==> src/pdr_pkg.sv <==
// Purpose: Constants and types shared by the parallel port direction and data register block.
// Assumes: APB with 32-bit data, byte registers in the low lane of one aligned word each.
// Notes: Printed offsets are not all multiples of four, so each is a register index; byte address is index times four.
//
// Summary of operation
// - A read of any port direction register returns all ones.
// - Direction bit zero makes its pin an input, one makes it an output.
// - A write to a direction register replaces all eight bits at once.
// - The data register address also reads the port input pins.
// - Timer F control register holds write-only bits that do not read back.
// - Data read gives pin level for inputs and stored bit for outputs.
package pdr_pkg;
   //-----------------------------------------------------------------
   // Port layout
   //-----------------------------------------------------------------
   localparam int NUM_PORTS = 7;
   localparam int PORT_WIDTH = 8;
   localparam logic [7:0] DIR_READ_VALUE = 8'hff;
   localparam logic [7:0] DIR_RESET = 8'h00;
   localparam logic [7:0] DATA_RESET = 8'h00;
   localparam logic [7:0] TIMER_F_RESET = 8'h00;
   // Bits of timer F control that are write-only; these read as one.
   localparam logic [7:0] TIMER_F_WO_MASK = 8'hf0;
   localparam logic [31:0] PSLVERR_NONE = 32'h0;

   //-----------------------------------------------------------------
   // Register indices, as printed
   //-----------------------------------------------------------------
   localparam logic [15:0] IDX_TIMER_F_CONTROL = 16'hffb6;
   localparam logic [15:0] IDX_PORT1_DATA = 16'hffd4;
   localparam logic [15:0] IDX_PORT2_DATA = 16'hffd5;
   localparam logic [15:0] IDX_PORT5_DATA = 16'hffd8;
   localparam logic [15:0] IDX_PORT6_DATA = 16'hffd9;
   localparam logic [15:0] IDX_PORT7_DATA = 16'hffda;
   localparam logic [15:0] IDX_PORT8_DATA = 16'hffdb;
   localparam logic [15:0] IDX_PORTA_DATA = 16'hffdd;
   localparam logic [15:0] IDX_PORT1_DIRECTION = 16'hffe4;
   localparam logic [15:0] IDX_PORT2_DIRECTION = 16'hffe5;
   localparam logic [15:0] IDX_PORT5_DIRECTION = 16'hffe8;
   localparam logic [15:0] IDX_PORT6_DIRECTION = 16'hffe9;
   localparam logic [15:0] IDX_PORT7_DIRECTION = 16'hffea;
   localparam logic [15:0] IDX_PORT8_DIRECTION = 16'hffeb;
   localparam logic [15:0] IDX_PORTA_DIRECTION = 16'hffed;
   localparam int ADDR_WIDTH = 18;

   // Data and direction indices, in port order 1, 2, 5, 6, 7, 8, A.
   localparam logic [NUM_PORTS*16-1:0] DATA_IDX_TABLE = {IDX_PORTA_DATA, IDX_PORT8_DATA, IDX_PORT7_DATA,
      IDX_PORT6_DATA, IDX_PORT5_DATA, IDX_PORT2_DATA, IDX_PORT1_DATA};
   localparam logic [NUM_PORTS*16-1:0] DIR_IDX_TABLE = {IDX_PORTA_DIRECTION, IDX_PORT8_DIRECTION,
      IDX_PORT7_DIRECTION, IDX_PORT6_DIRECTION, IDX_PORT5_DIRECTION, IDX_PORT2_DIRECTION, IDX_PORT1_DIRECTION};

   //-----------------------------------------------------------------
   // Carrier types
   //-----------------------------------------------------------------
   typedef struct packed {
      logic psel;
      logic penable;
      logic pwrite;
      logic [ADDR_WIDTH-1:0] paddr;
      logic [31:0] pwdata;
   } pdr_apb_req_t;

   typedef struct packed {
      logic [7:0] out_val;
      logic [7:0] out_en;
   } pdr_pin_drive_t;
endpackage

==> src/pdr_port.sv <==
// Purpose: One eight-bit port: direction and data storage plus read value.
// Assumes: Pin inputs are synchronous to ref_clk.
// Notes: Outputs drive pins straight from flip-flops.
`timescale 1ns/1ps
module pdr_port (
   input wire logic ref_clk,
   input wire logic srst,
   input wire logic dir_wr,
   input wire logic data_wr,
   input wire logic [7:0] wdata,
   input wire logic [7:0] pin_in,
   output logic [7:0] data_rd,
   output pdr_pkg::pdr_pin_drive_t drive
);
   logic [7:0] dir_ff;
   logic [7:0] data_ff;

   //-----------------------------------------------------------------
   // Storage
   //-----------------------------------------------------------------
   // Direction is replaced whole on every write; data likewise.
   always_ff @(posedge ref_clk) begin
      if (srst) begin
         dir_ff <= pdr_pkg::DIR_RESET;
         data_ff <= pdr_pkg::DATA_RESET;
      end else begin
         if (dir_wr) begin
            dir_ff <= wdata;
         end
         if (data_wr) begin
            data_ff <= wdata;
         end
      end
   end

   // A one in the direction bit enables the pin driver.
   assign drive.out_en = dir_ff;
   assign drive.out_val = data_ff;

   // Inputs read the pin, outputs read the stored bit.
   assign data_rd = (dir_ff & data_ff) | (~dir_ff & pin_in);
endmodule // pdr_port

==> src/pdr_top.sv <==
// Purpose: APB slave holding the port direction and data registers and timer F control.
// Assumes: Single clock ref_clk at 25 MHz, synchronous active-high srst.
// Notes: Zero-wait-state slave; unmapped addresses read zero with no error.
//
// The APB interface to the registers was decided locally.
`timescale 1ns/1ps
module pdr_top (
   input wire logic ref_clk,
   input wire logic srst,
   input wire logic psel,
   input wire logic penable,
   input wire logic pwrite,
   input wire logic [31:0] paddr,
   input wire logic [31:0] pwdata,
   input wire logic [3:0] pstrb,
   output logic [31:0] prdata,
   output logic pready,
   output logic pslverr,
   input wire logic [55:0] pin_in,
   output logic [55:0] pin_out,
   output logic [55:0] pin_oe,
   output logic [7:0] timer_f_control
);
   //-----------------------------------------------------------------
   // Decode
   //-----------------------------------------------------------------
   logic [15:0] idx;
   logic setup;
   logic wr_low;
   logic [pdr_pkg::NUM_PORTS-1:0] data_hit;
   logic [pdr_pkg::NUM_PORTS-1:0] dir_hit;
   logic [pdr_pkg::NUM_PORTS*8-1:0] data_rd;
   logic [pdr_pkg::NUM_PORTS*8-1:0] drv_val;
   logic [pdr_pkg::NUM_PORTS*8-1:0] drv_en;
   logic tf_hit;
   logic [7:0] tf_ff;
   logic [7:0] nxt_rdata;
   logic [31:0] prdata_ff;
   logic [7:0] tf_rd;

   // The register index is the byte address divided by four.
   assign idx = paddr[17:2];
   assign setup = psel & ~penable;
   // A write takes effect in the access cycle only if the low lane is enabled.
   assign wr_low = psel & penable & pwrite & pstrb[0];
   assign tf_hit = (idx == pdr_pkg::IDX_TIMER_F_CONTROL);

   //-----------------------------------------------------------------
   // Ports
   //-----------------------------------------------------------------
   genvar g;
   generate
      for (g = 0; g < pdr_pkg::NUM_PORTS; g++) begin : g_port
         pdr_pkg::pdr_pin_drive_t drv;
         // The data index also selects the input pins on read.
         assign data_hit[g] = (idx == pdr_pkg::DATA_IDX_TABLE[g*16 +: 16]);
         assign dir_hit[g] = (idx == pdr_pkg::DIR_IDX_TABLE[g*16 +: 16]);
         pdr_port u_port (
            .ref_clk(ref_clk),
            .srst(srst),
            .dir_wr(wr_low & dir_hit[g]),
            .data_wr(wr_low & data_hit[g]),
            .wdata(pwdata[7:0]),
            .pin_in(pin_in[g*8 +: 8]),
            .data_rd(data_rd[g*8 +: 8]),
            .drive(drv)
         );
         assign drv_val[g*8 +: 8] = drv.out_val;
         assign drv_en[g*8 +: 8] = drv.out_en;
      end
   endgenerate

   //-----------------------------------------------------------------
   // Read mux
   //-----------------------------------------------------------------
   // Write-only timer bits read as one, whatever was stored.
   assign tf_rd = tf_ff | pdr_pkg::TIMER_F_WO_MASK;

   // Direction registers always read all ones.
   always_comb begin
      nxt_rdata = 8'h00;
      for (int i = 0; i < pdr_pkg::NUM_PORTS; i++) begin
         if (data_hit[i]) begin
            nxt_rdata = data_rd[i*8 +: 8];
         end
         if (dir_hit[i]) begin
            nxt_rdata = pdr_pkg::DIR_READ_VALUE;
         end
      end
      if (tf_hit) begin
         nxt_rdata = tf_rd;
      end
   end

   // Read data is captured in the setup cycle, ready in the access cycle.
   always_ff @(posedge ref_clk) begin
      if (srst) begin
         prdata_ff <= 32'h0000_0000;
         tf_ff <= pdr_pkg::TIMER_F_RESET;
      end else begin
         if (setup & ~pwrite) begin
            prdata_ff <= {24'h00_0000, nxt_rdata};
         end
         if (wr_low & tf_hit) begin
            tf_ff <= pwdata[7:0];
         end
      end
   end

   // Pin drives registered inside each port are registered once more here.
   always_ff @(posedge ref_clk) begin
      if (srst) begin
         pin_out <= 56'h0;
         pin_oe <= 56'h0;
      end else begin
         pin_out <= drv_val;
         pin_oe <= drv_en;
      end
   end

   assign prdata = prdata_ff;
   assign pready = 1'b1;
   assign pslverr = 1'b0;
   assign timer_f_control = tf_ff;
endmodule // pdr_top

==> config.mk <==
export PLATFORM = sky130hd
export DESIGN_NAME = pdr_top
export DESIGN_NICKNAME = d
export VERILOG_FILES = /design/src/pdr_pkg.sv /design/src/pdr_port.sv /design/src/pdr_top.sv
export SDC_FILE = /design/constraint.sdc
export NUM_CORES = 1
export LEC_CHECK = 0
export ABC_AREA = 0
export BUFFER_PORTS_ARGS = -buffer_cell sky130_fd_sc_hd__buf_4
export CORE_UTILIZATION = 55
export CTS_CLUSTER_SIZE = 8
export DETAILED_ROUTE_END_ITERATION = 7
export PLACE_DENSITY_LB_ADDON = 0.1
export SLEW_MARGIN = 20
export SYNTH_ARGS = -nofsm -noshare
export SYNTH_HDL_FRONTEND = slang
export SYNTH_SLANG_ARGS = --single-unit
==> constraint.sdc <==
create_clock -name ref_clk -period 4.1 [get_ports ref_clk]
set_input_delay 0.615 -clock ref_clk [delete_from_list [all_inputs] [get_ports ref_clk]]
set_output_delay 0.615 -clock ref_clk [all_outputs]
set_load 0.05 [all_outputs]
==> run metrics, run 1 <==
Pwr Total=about 5.1 mW; Max FO, Critical Path=8; Cell Pwr Density=441 nW/um^2; clk_lat worst skew=about 500 ps; CP required=around 4400 ps; Post-synth EDFFs=0; post-route ant nets=0; MaxCap Viol Count=0; FF+latch count, synth=240; most common flop cell mapped by yosys=dfxtp_1; Clk pwr share=about 50%; R2R cell count=5; DIE HEIGHT=about 130 microns; drt total wl=~25000 microns; Core Box Area=around 16000 sq um; Clk pin slew, worst setup/hold paths=approximately 50 ps; first-pass GRT wire length=between 30000 and 40000 microns; final period utilization=53.2%; Layout Skew=16.3 ps; TritonCTS clock tree=done; Max Fclk=0.458 GHz; Logic pwr share=5.4%; hold_buf cts=0; drt initial violations=572; final setup fails=0; share of the synthesized area in the top cell type=53.1%; NetSw=roughly 1.1 mW; syn avg cell area=around 9.7 sq um; H-tree level count=2; initial core utilization=56.7%; Yosys warnings=0; 1st-pass router iterations=5; critical path type=in -> reg; startpoint types=input port; gpl congestion=between 0.8 and 0.9; CTS-repair resized insts=0; layout cells sized above 1=approximately a quarter; Post-CTS Setup Bufs=0; # DRC=0; Inst Count DP=between 1000 and 1500; Final Critical Period=2180 ps; Sw Ratio=between 20% and 30%; HP Class=reg -> reg; post-synth cell types=46; synth top area cells=dfxtp_1, mux2i_1, nor2b_1; CP Capture Type=register; sequential share of power=approximately 46%; Leak=around 4.8 nW; Synth area leader=dfxtp_1; pin count of the biggest net entering global routing=120; vias in the first global route=6554; synthesized area=9050 sq um; TritonCTS Buffers=35; grt total ovfl=0; Final nets=about 1300; die area=17000 sq um; IR drop worst, VDD=between 0.3 and 0.4 mV; Hold Crit Depth=2; DR vias=just over 7000; Core Util, Final=between 70% and 80%; drt wl/cell=18.2 microns; fin cells=~1400; register area share after synthesis=53.1%; initial antenna violation count=1; RSZ-0062 raised after global routing=false; CTS Root Cell=clkbuf_16; maximum clock path buffer count=3; Least-Margin Pin Slew=roughly 850 ps; Die X=between 100 and 150 microns; Port Buffer Count=around 210; Worst EP arrival=about 2500 ps; outcome=complete, no violations; hpwl dp=between 15000 and 20000 microns; cell-internal power=around 4.0 mW; GRT Total Usage=28.6%; slew margin rel.=between 40% and 50%; clock sink total=240; final hold vios=0; post-synthesis async set-or-reset flop share=0%; post-synthesis cell count=~930; max-slew violations=0; Total Neg Setup Slack=0 ps; synth-to-layout area growth=27.9%; io pins=283; drt via density=around 5.4; FP Rows=46
==> power groups by stage <==
| stage | clock [mW] | sequential, mW | combinational [mW] |
|---|---|---|---|
| after floorplan | 0 | 2.39 | 0.165 |
| after global placement | 0 | 2.39 | 0.273 |
| after detailed placement | 0 | 2.39 | 0.273 |
| after CTS | 2.50 | 2.34 | 0.275 |
| after global routing | 2.61 | 2.34 | 0.289 |
| final | 2.49 | 2.34 | 0.278 |
==> cell families after synthesis <==
family | synth area share, %
other cells | 0.0830
flops | 53.1
simple gates | 22.3
compound gates | 8.08
mux | 11.6
buf+inv | 4.87
==> sequential cells by signal (all words and copies together), names as in the netlist <==
signal                 cells
g_port.u_port.data_ff     56
g_port.u_port.dir_ff      56
pin_oe                    56
pin_out                   56
prdata                     8
timer_f_control            8
==> final cells by class <==
| type | instances | area [sq um] |
|---|---|---|
| clock inverter | 2 | 25.0 |
| multi-input combinational | 635 | 3900 |
| antenna | 1 | 2.50 |
| timing repair buffer | 219 | 1660 |
| fill | 1220 | 4370 |
| sequential | 240 | 4800 |
| inverter | 1 | 3.75 |
| tap | 216 | 270 |
| clock buffer | 36 | 901 |
==> metrics by stage <==
stage                     hold WS, ps  setup WS [ps]  cell area, sq um
after global routing              470           1780             11600
after floorplan                   437           2110              9140
after global placement            444           1410             10600
final                             458           1920             11600
after detailed placement          453           1400             10600
after CTS                         460           1880             11600
==> placed cells by master (no fill, tap or decap), drive strengths merged, types with 2 or more instances in the layout <==
cell | Yosys | layout
o22a | 6 | 6
o21bai | 4 | 4
nor4b | 2 | 2
buf | 39 | 219
nand3 | 27 | 27
nor4 | 4 | 4
nor2 | 65 | 65
nand2b | 4 | 4
o22ai | 14 | 14
nand4 | 5 | 5
nor3 | 11 | 11
nand2 | 134 | 134
o221a | 4 | 4
nand4bb | 3 | 3
a31oi | 4 | 4
mux2 | 8 | 8
nor3b | 2 | 2
and4b | 2 | 2
and2 | 3 | 3
nor2b | 113 | 113
a211oi | 3 | 3
a21oi | 76 | 76
nand4b | 5 | 5
mux2i | 96 | 96
dfxtp | 240 | 240
o221ai | 4 | 4
inv | 1 | 2
conb | 2 | 26
clkbuf | 42 | 36
and4 | 2 | 2
a22oi | 4 | 4
==> final timing paths <==
path                                               endpoint  slack, ps                   startpoint
worst max register to register                    prdata[2]       2100   g_port[6].u_port.dir_ff[2]
worst max-delay path            g_port[2].u_port.data_ff[6]       1920                    paddr[11]
worst min register to register  g_port[4].u_port.data_ff[1]        460  g_port[4].u_port.data_ff[1]
worst min-delay path            g_port[4].u_port.data_ff[1]        460  g_port[4].u_port.data_ff[1]
==> cell usage after synthesis (all sizes together), types with 5 or more instances <==
| library cell | number |
|---|---|
| nor2b | 113 |
| nand4b | 5 |
| o22a | 6 |
| nand3 | 27 |
| a21oi | 76 |
| o22ai | 14 |
| nor2 | 65 |
| buf | 39 |
| nand2 | 134 |
| clkbuf | 42 |
| dfxtp | 240 |
| nand4 | 5 |
| mux2i | 96 |
| nor3 | 11 |
| mux2 | 8 |
==> routing by layer <==
metal  vias up  part of all wire [%]  global-route usage, %  wire, microns
met3        38                   7.4                   5.66           1820
met1      3388                    43                   37.4          10500
met2       333                    47                   47.0          11700
met4         0                   2.6                   9.78            630
met5         -                     0                      0              0
li1       3483                     -                      -              -
==> worst max-delay path: stages <==
cell,delay (ps)
buf_4,80
nand4_1,290
nor4_2,850
nand2_1,410
nand2_1,190
a21oi_1,80
Power figures use the tool's default switching activity.
==> run 2: changes to the inputs <==
--- a/config.mk
+++ b/config.mk
@@ -7,7 +7,7 @@
 export LEC_CHECK = 0
 export ABC_AREA = 0
 export BUFFER_PORTS_ARGS = -buffer_cell sky130_fd_sc_hd__buf_4
-export CORE_UTILIZATION = 55
+export CORE_UTILIZATION = 46
 export CTS_CLUSTER_SIZE = 8
 export DETAILED_ROUTE_END_ITERATION = 7
 export PLACE_DENSITY_LB_ADDON = 0.1
==> constraint.sdc (replaced) <==
create_clock -name ref_clk -period 2 [get_ports ref_clk]
set_input_delay 0.3 -clock ref_clk [delete_from_list [all_inputs] [get_ports ref_clk]]
set_output_delay 0.3 -clock ref_clk [all_outputs]
set_load 0.05 [all_outputs]
==> run metrics, run 2 (synthesized netlist as in run 1, its figures left out) <==
outcome=complete, no violations; maximum clock path buffer count=3 (unchanged); gpl congestion=0.913 (+1.8%); Cell Pwr Density=871 nW/um^2 (+97%); met2 wire length=11800 microns (+0.73%); Min Hold Slack=113 ps (-346 ps); post-place setup slack=-174 ps (-1570 ps); cell-internal power=8.05 mW (+100%); most common cell after layout, fill and taps aside=buf_4; Antenna Cells=0 (-1); Clk pwr share=47.7% (-1.0 points); CP Capture Type=register; pin count of the biggest net entering global routing=104 (-13%); buffers and inverters on the worst path=0 (-1); Core Box Area=19000 sq um (+19%); fin cells=1422 (+5.3%); Layout Skew=7.71 ps (-8.60 ps); CTS Root Cell=clkbuf_16; Die X=142 microns (+9.2%); hpwl dp=17500 microns (+6.1%); CP cell instances=mux2i_1, o22ai_1, nor3_1, o221ai_1, o221a_1; TritonCTS Buffers=35 (unchanged); CP max stage cell=nor3_1; post-route ant nets=0 (unchanged); first-pass GRT wire length=37500 microns (+4.6%); final period utilization=between 90 and 100%; 1st-pass router iterations=5 (unchanged); Port Buffer Count=213 (unchanged); filler instances=1684 (+38%); met3 routed WL=1890 microns (+3.7%); initial core utilization=47.6% (-9.2 points); synth-to-layout area growth=31.0%; CP required=2380 ps (-2060 ps); GRT Total Usage=24.7% (-3.8 points); drt total wl=25200 microns (+2.3%); most frequent cells in the layout=buf_4, dfxtp_1, nand2_1, nor2b_1, mux2i_1; Clk pin slew, worst setup/hold paths=50 ps (about the same); hold_buf cts=0 (unchanged); uppermost routed layer=met4; DR vias=7174 (-0.94%); # DRC=0 (unchanged); final instance area=11900 sq um (+2.4%); Final Critical Period=approximately 1900 ps; grt total ovfl=0 (unchanged); NetSw=2.27 mW (+100%); critical path type=reg -> reg; Crit path max-delay family=compound AO/OA/AOI/OAI gates; Logic pwr share=5.8% (+0.4 points); Leak=4.98 nW (+2.9%); MaxCap Viol Count=0 (unchanged); Critical Path Max Stage Delay=440 ps (-410 ps); TritonCTS clock tree=done; Post-CTS Setup Bufs=0 (unchanged); io pins=283 (unchanged); startpoint types=register; CTS-repair resized insts=0 (unchanged); final hold vios=0 (unchanged); H-tree level count=2 (unchanged); clk_lat worst skew=490 ps (about the same); Least-Margin Pin Slew=495 ps (-356 ps); Final nets=1292 (+2.5%); drt via density=5.05 (-6.0%); Sw Ratio=22.0% (-0.30 points); final setup fails=0 (unchanged); DIE HEIGHT=142 microns (+9.2%); sequential share of power=46.5% (+0.6 points); IR drop worst, VDD=0.497 mV (+64%); RSZ-0062 raised after global routing=false; initial antenna violation count=0 (-1); drt initial violations=438 (-23%); Max FO, Critical Path=3 (-5); DRT met1 WL=10900 microns (+4.1%); final worst slack=110 ps (-1810 ps); clock sink total=240 (unchanged); HP Class=in -> reg; slew margin rel.=66.8% (+23 points); vias in the first global route=6730 (+2.7%); Inst Count DP=1386 (+5.7%); die area=20200 sq um (+19%); Placement Cell Area=11000 sq um (+3.1%); Max Fclk=approximately 0.53 GHz; Worst EP arrival=2270 ps (-250 ps); max-slew violations=0 (unchanged); FP Rows=50 (+8.7%); drt wl/cell=17.7 microns (-2.9%); layout cells sized above 1=26.9% (+1.9 points)
[run 2: cell count changes in the layout (fill, tap and decap cells not counted), sizes merged]
| cell | before | now |
|---|---|---|
| clkbuf | 36 | 35 |
| clkinv | 1 | 0 |
| buf | 219 | 250 |
| diode | 1 | 0 |
[run 2: final cells by class]
| class | instances | area (sq um) | area share [%] |
|---|---|---|---|
| repair buffers | 250 | 1930 | 16.3 |
| inverters | 1 | 3.75 | 0.0317 |
| multi-input cells | 635 | 3900 | 32.9 |
| well taps | 260 | 325 | 2.75 |
| clock buffers | 35 | 876 | 7.39 |
| flip-flops and latches | 240 | 4800 | 40.5 |
| clock inverters | 1 | 8.76 | 0.0739 |
[run 2: power groups by stage]
stage | sequential [mW] | combinational [mW] | clock, mW
6_report | 4.80 | 0.595 | 4.93
3_5_place_dp | 4.89 | 0.591 | 0
3_3_place_gp | 4.89 | 0.591 | 0
2_1_floorplan | 4.90 | 0.338 | 0
5_1_grt | 4.79 | 0.625 | 5.22
4_1_cts | 4.80 | 0.592 | 5.01
[run 2: per-layer routing]
layer  up-vias  GRT usage, %
li1       3546             -
met1      3297          32.0
met5         -             0
met4         0          8.83
met3        42          5.75
met2       289          40.4
[run 2: stage by stage]
step,power (mW),setup TNS (ps),util [%]
3_3_place_gp,5.48,-619,57.7
6_report,10.3,0,62.3
2_1_floorplan,5.24,0,-
4_1_cts,10.4,0,62.3
5_1_grt,10.6,0,62.3
3_5_place_dp,5.48,-591,57.7
[run 2: worst paths after layout]
kind                               start                           to  slack (ps)  cells after the start
max           g_port[6].u_port.dir_ff[1]                    prdata[1]         110                      5
min                                 srst   g_port[5].u_port.dir_ff[1]         110                      2
max reg2reg   g_port[6].u_port.dir_ff[1]                    prdata[1]         110                      5
min reg2reg  g_port[6].u_port.data_ff[6]  g_port[6].u_port.data_ff[6]         460                      2
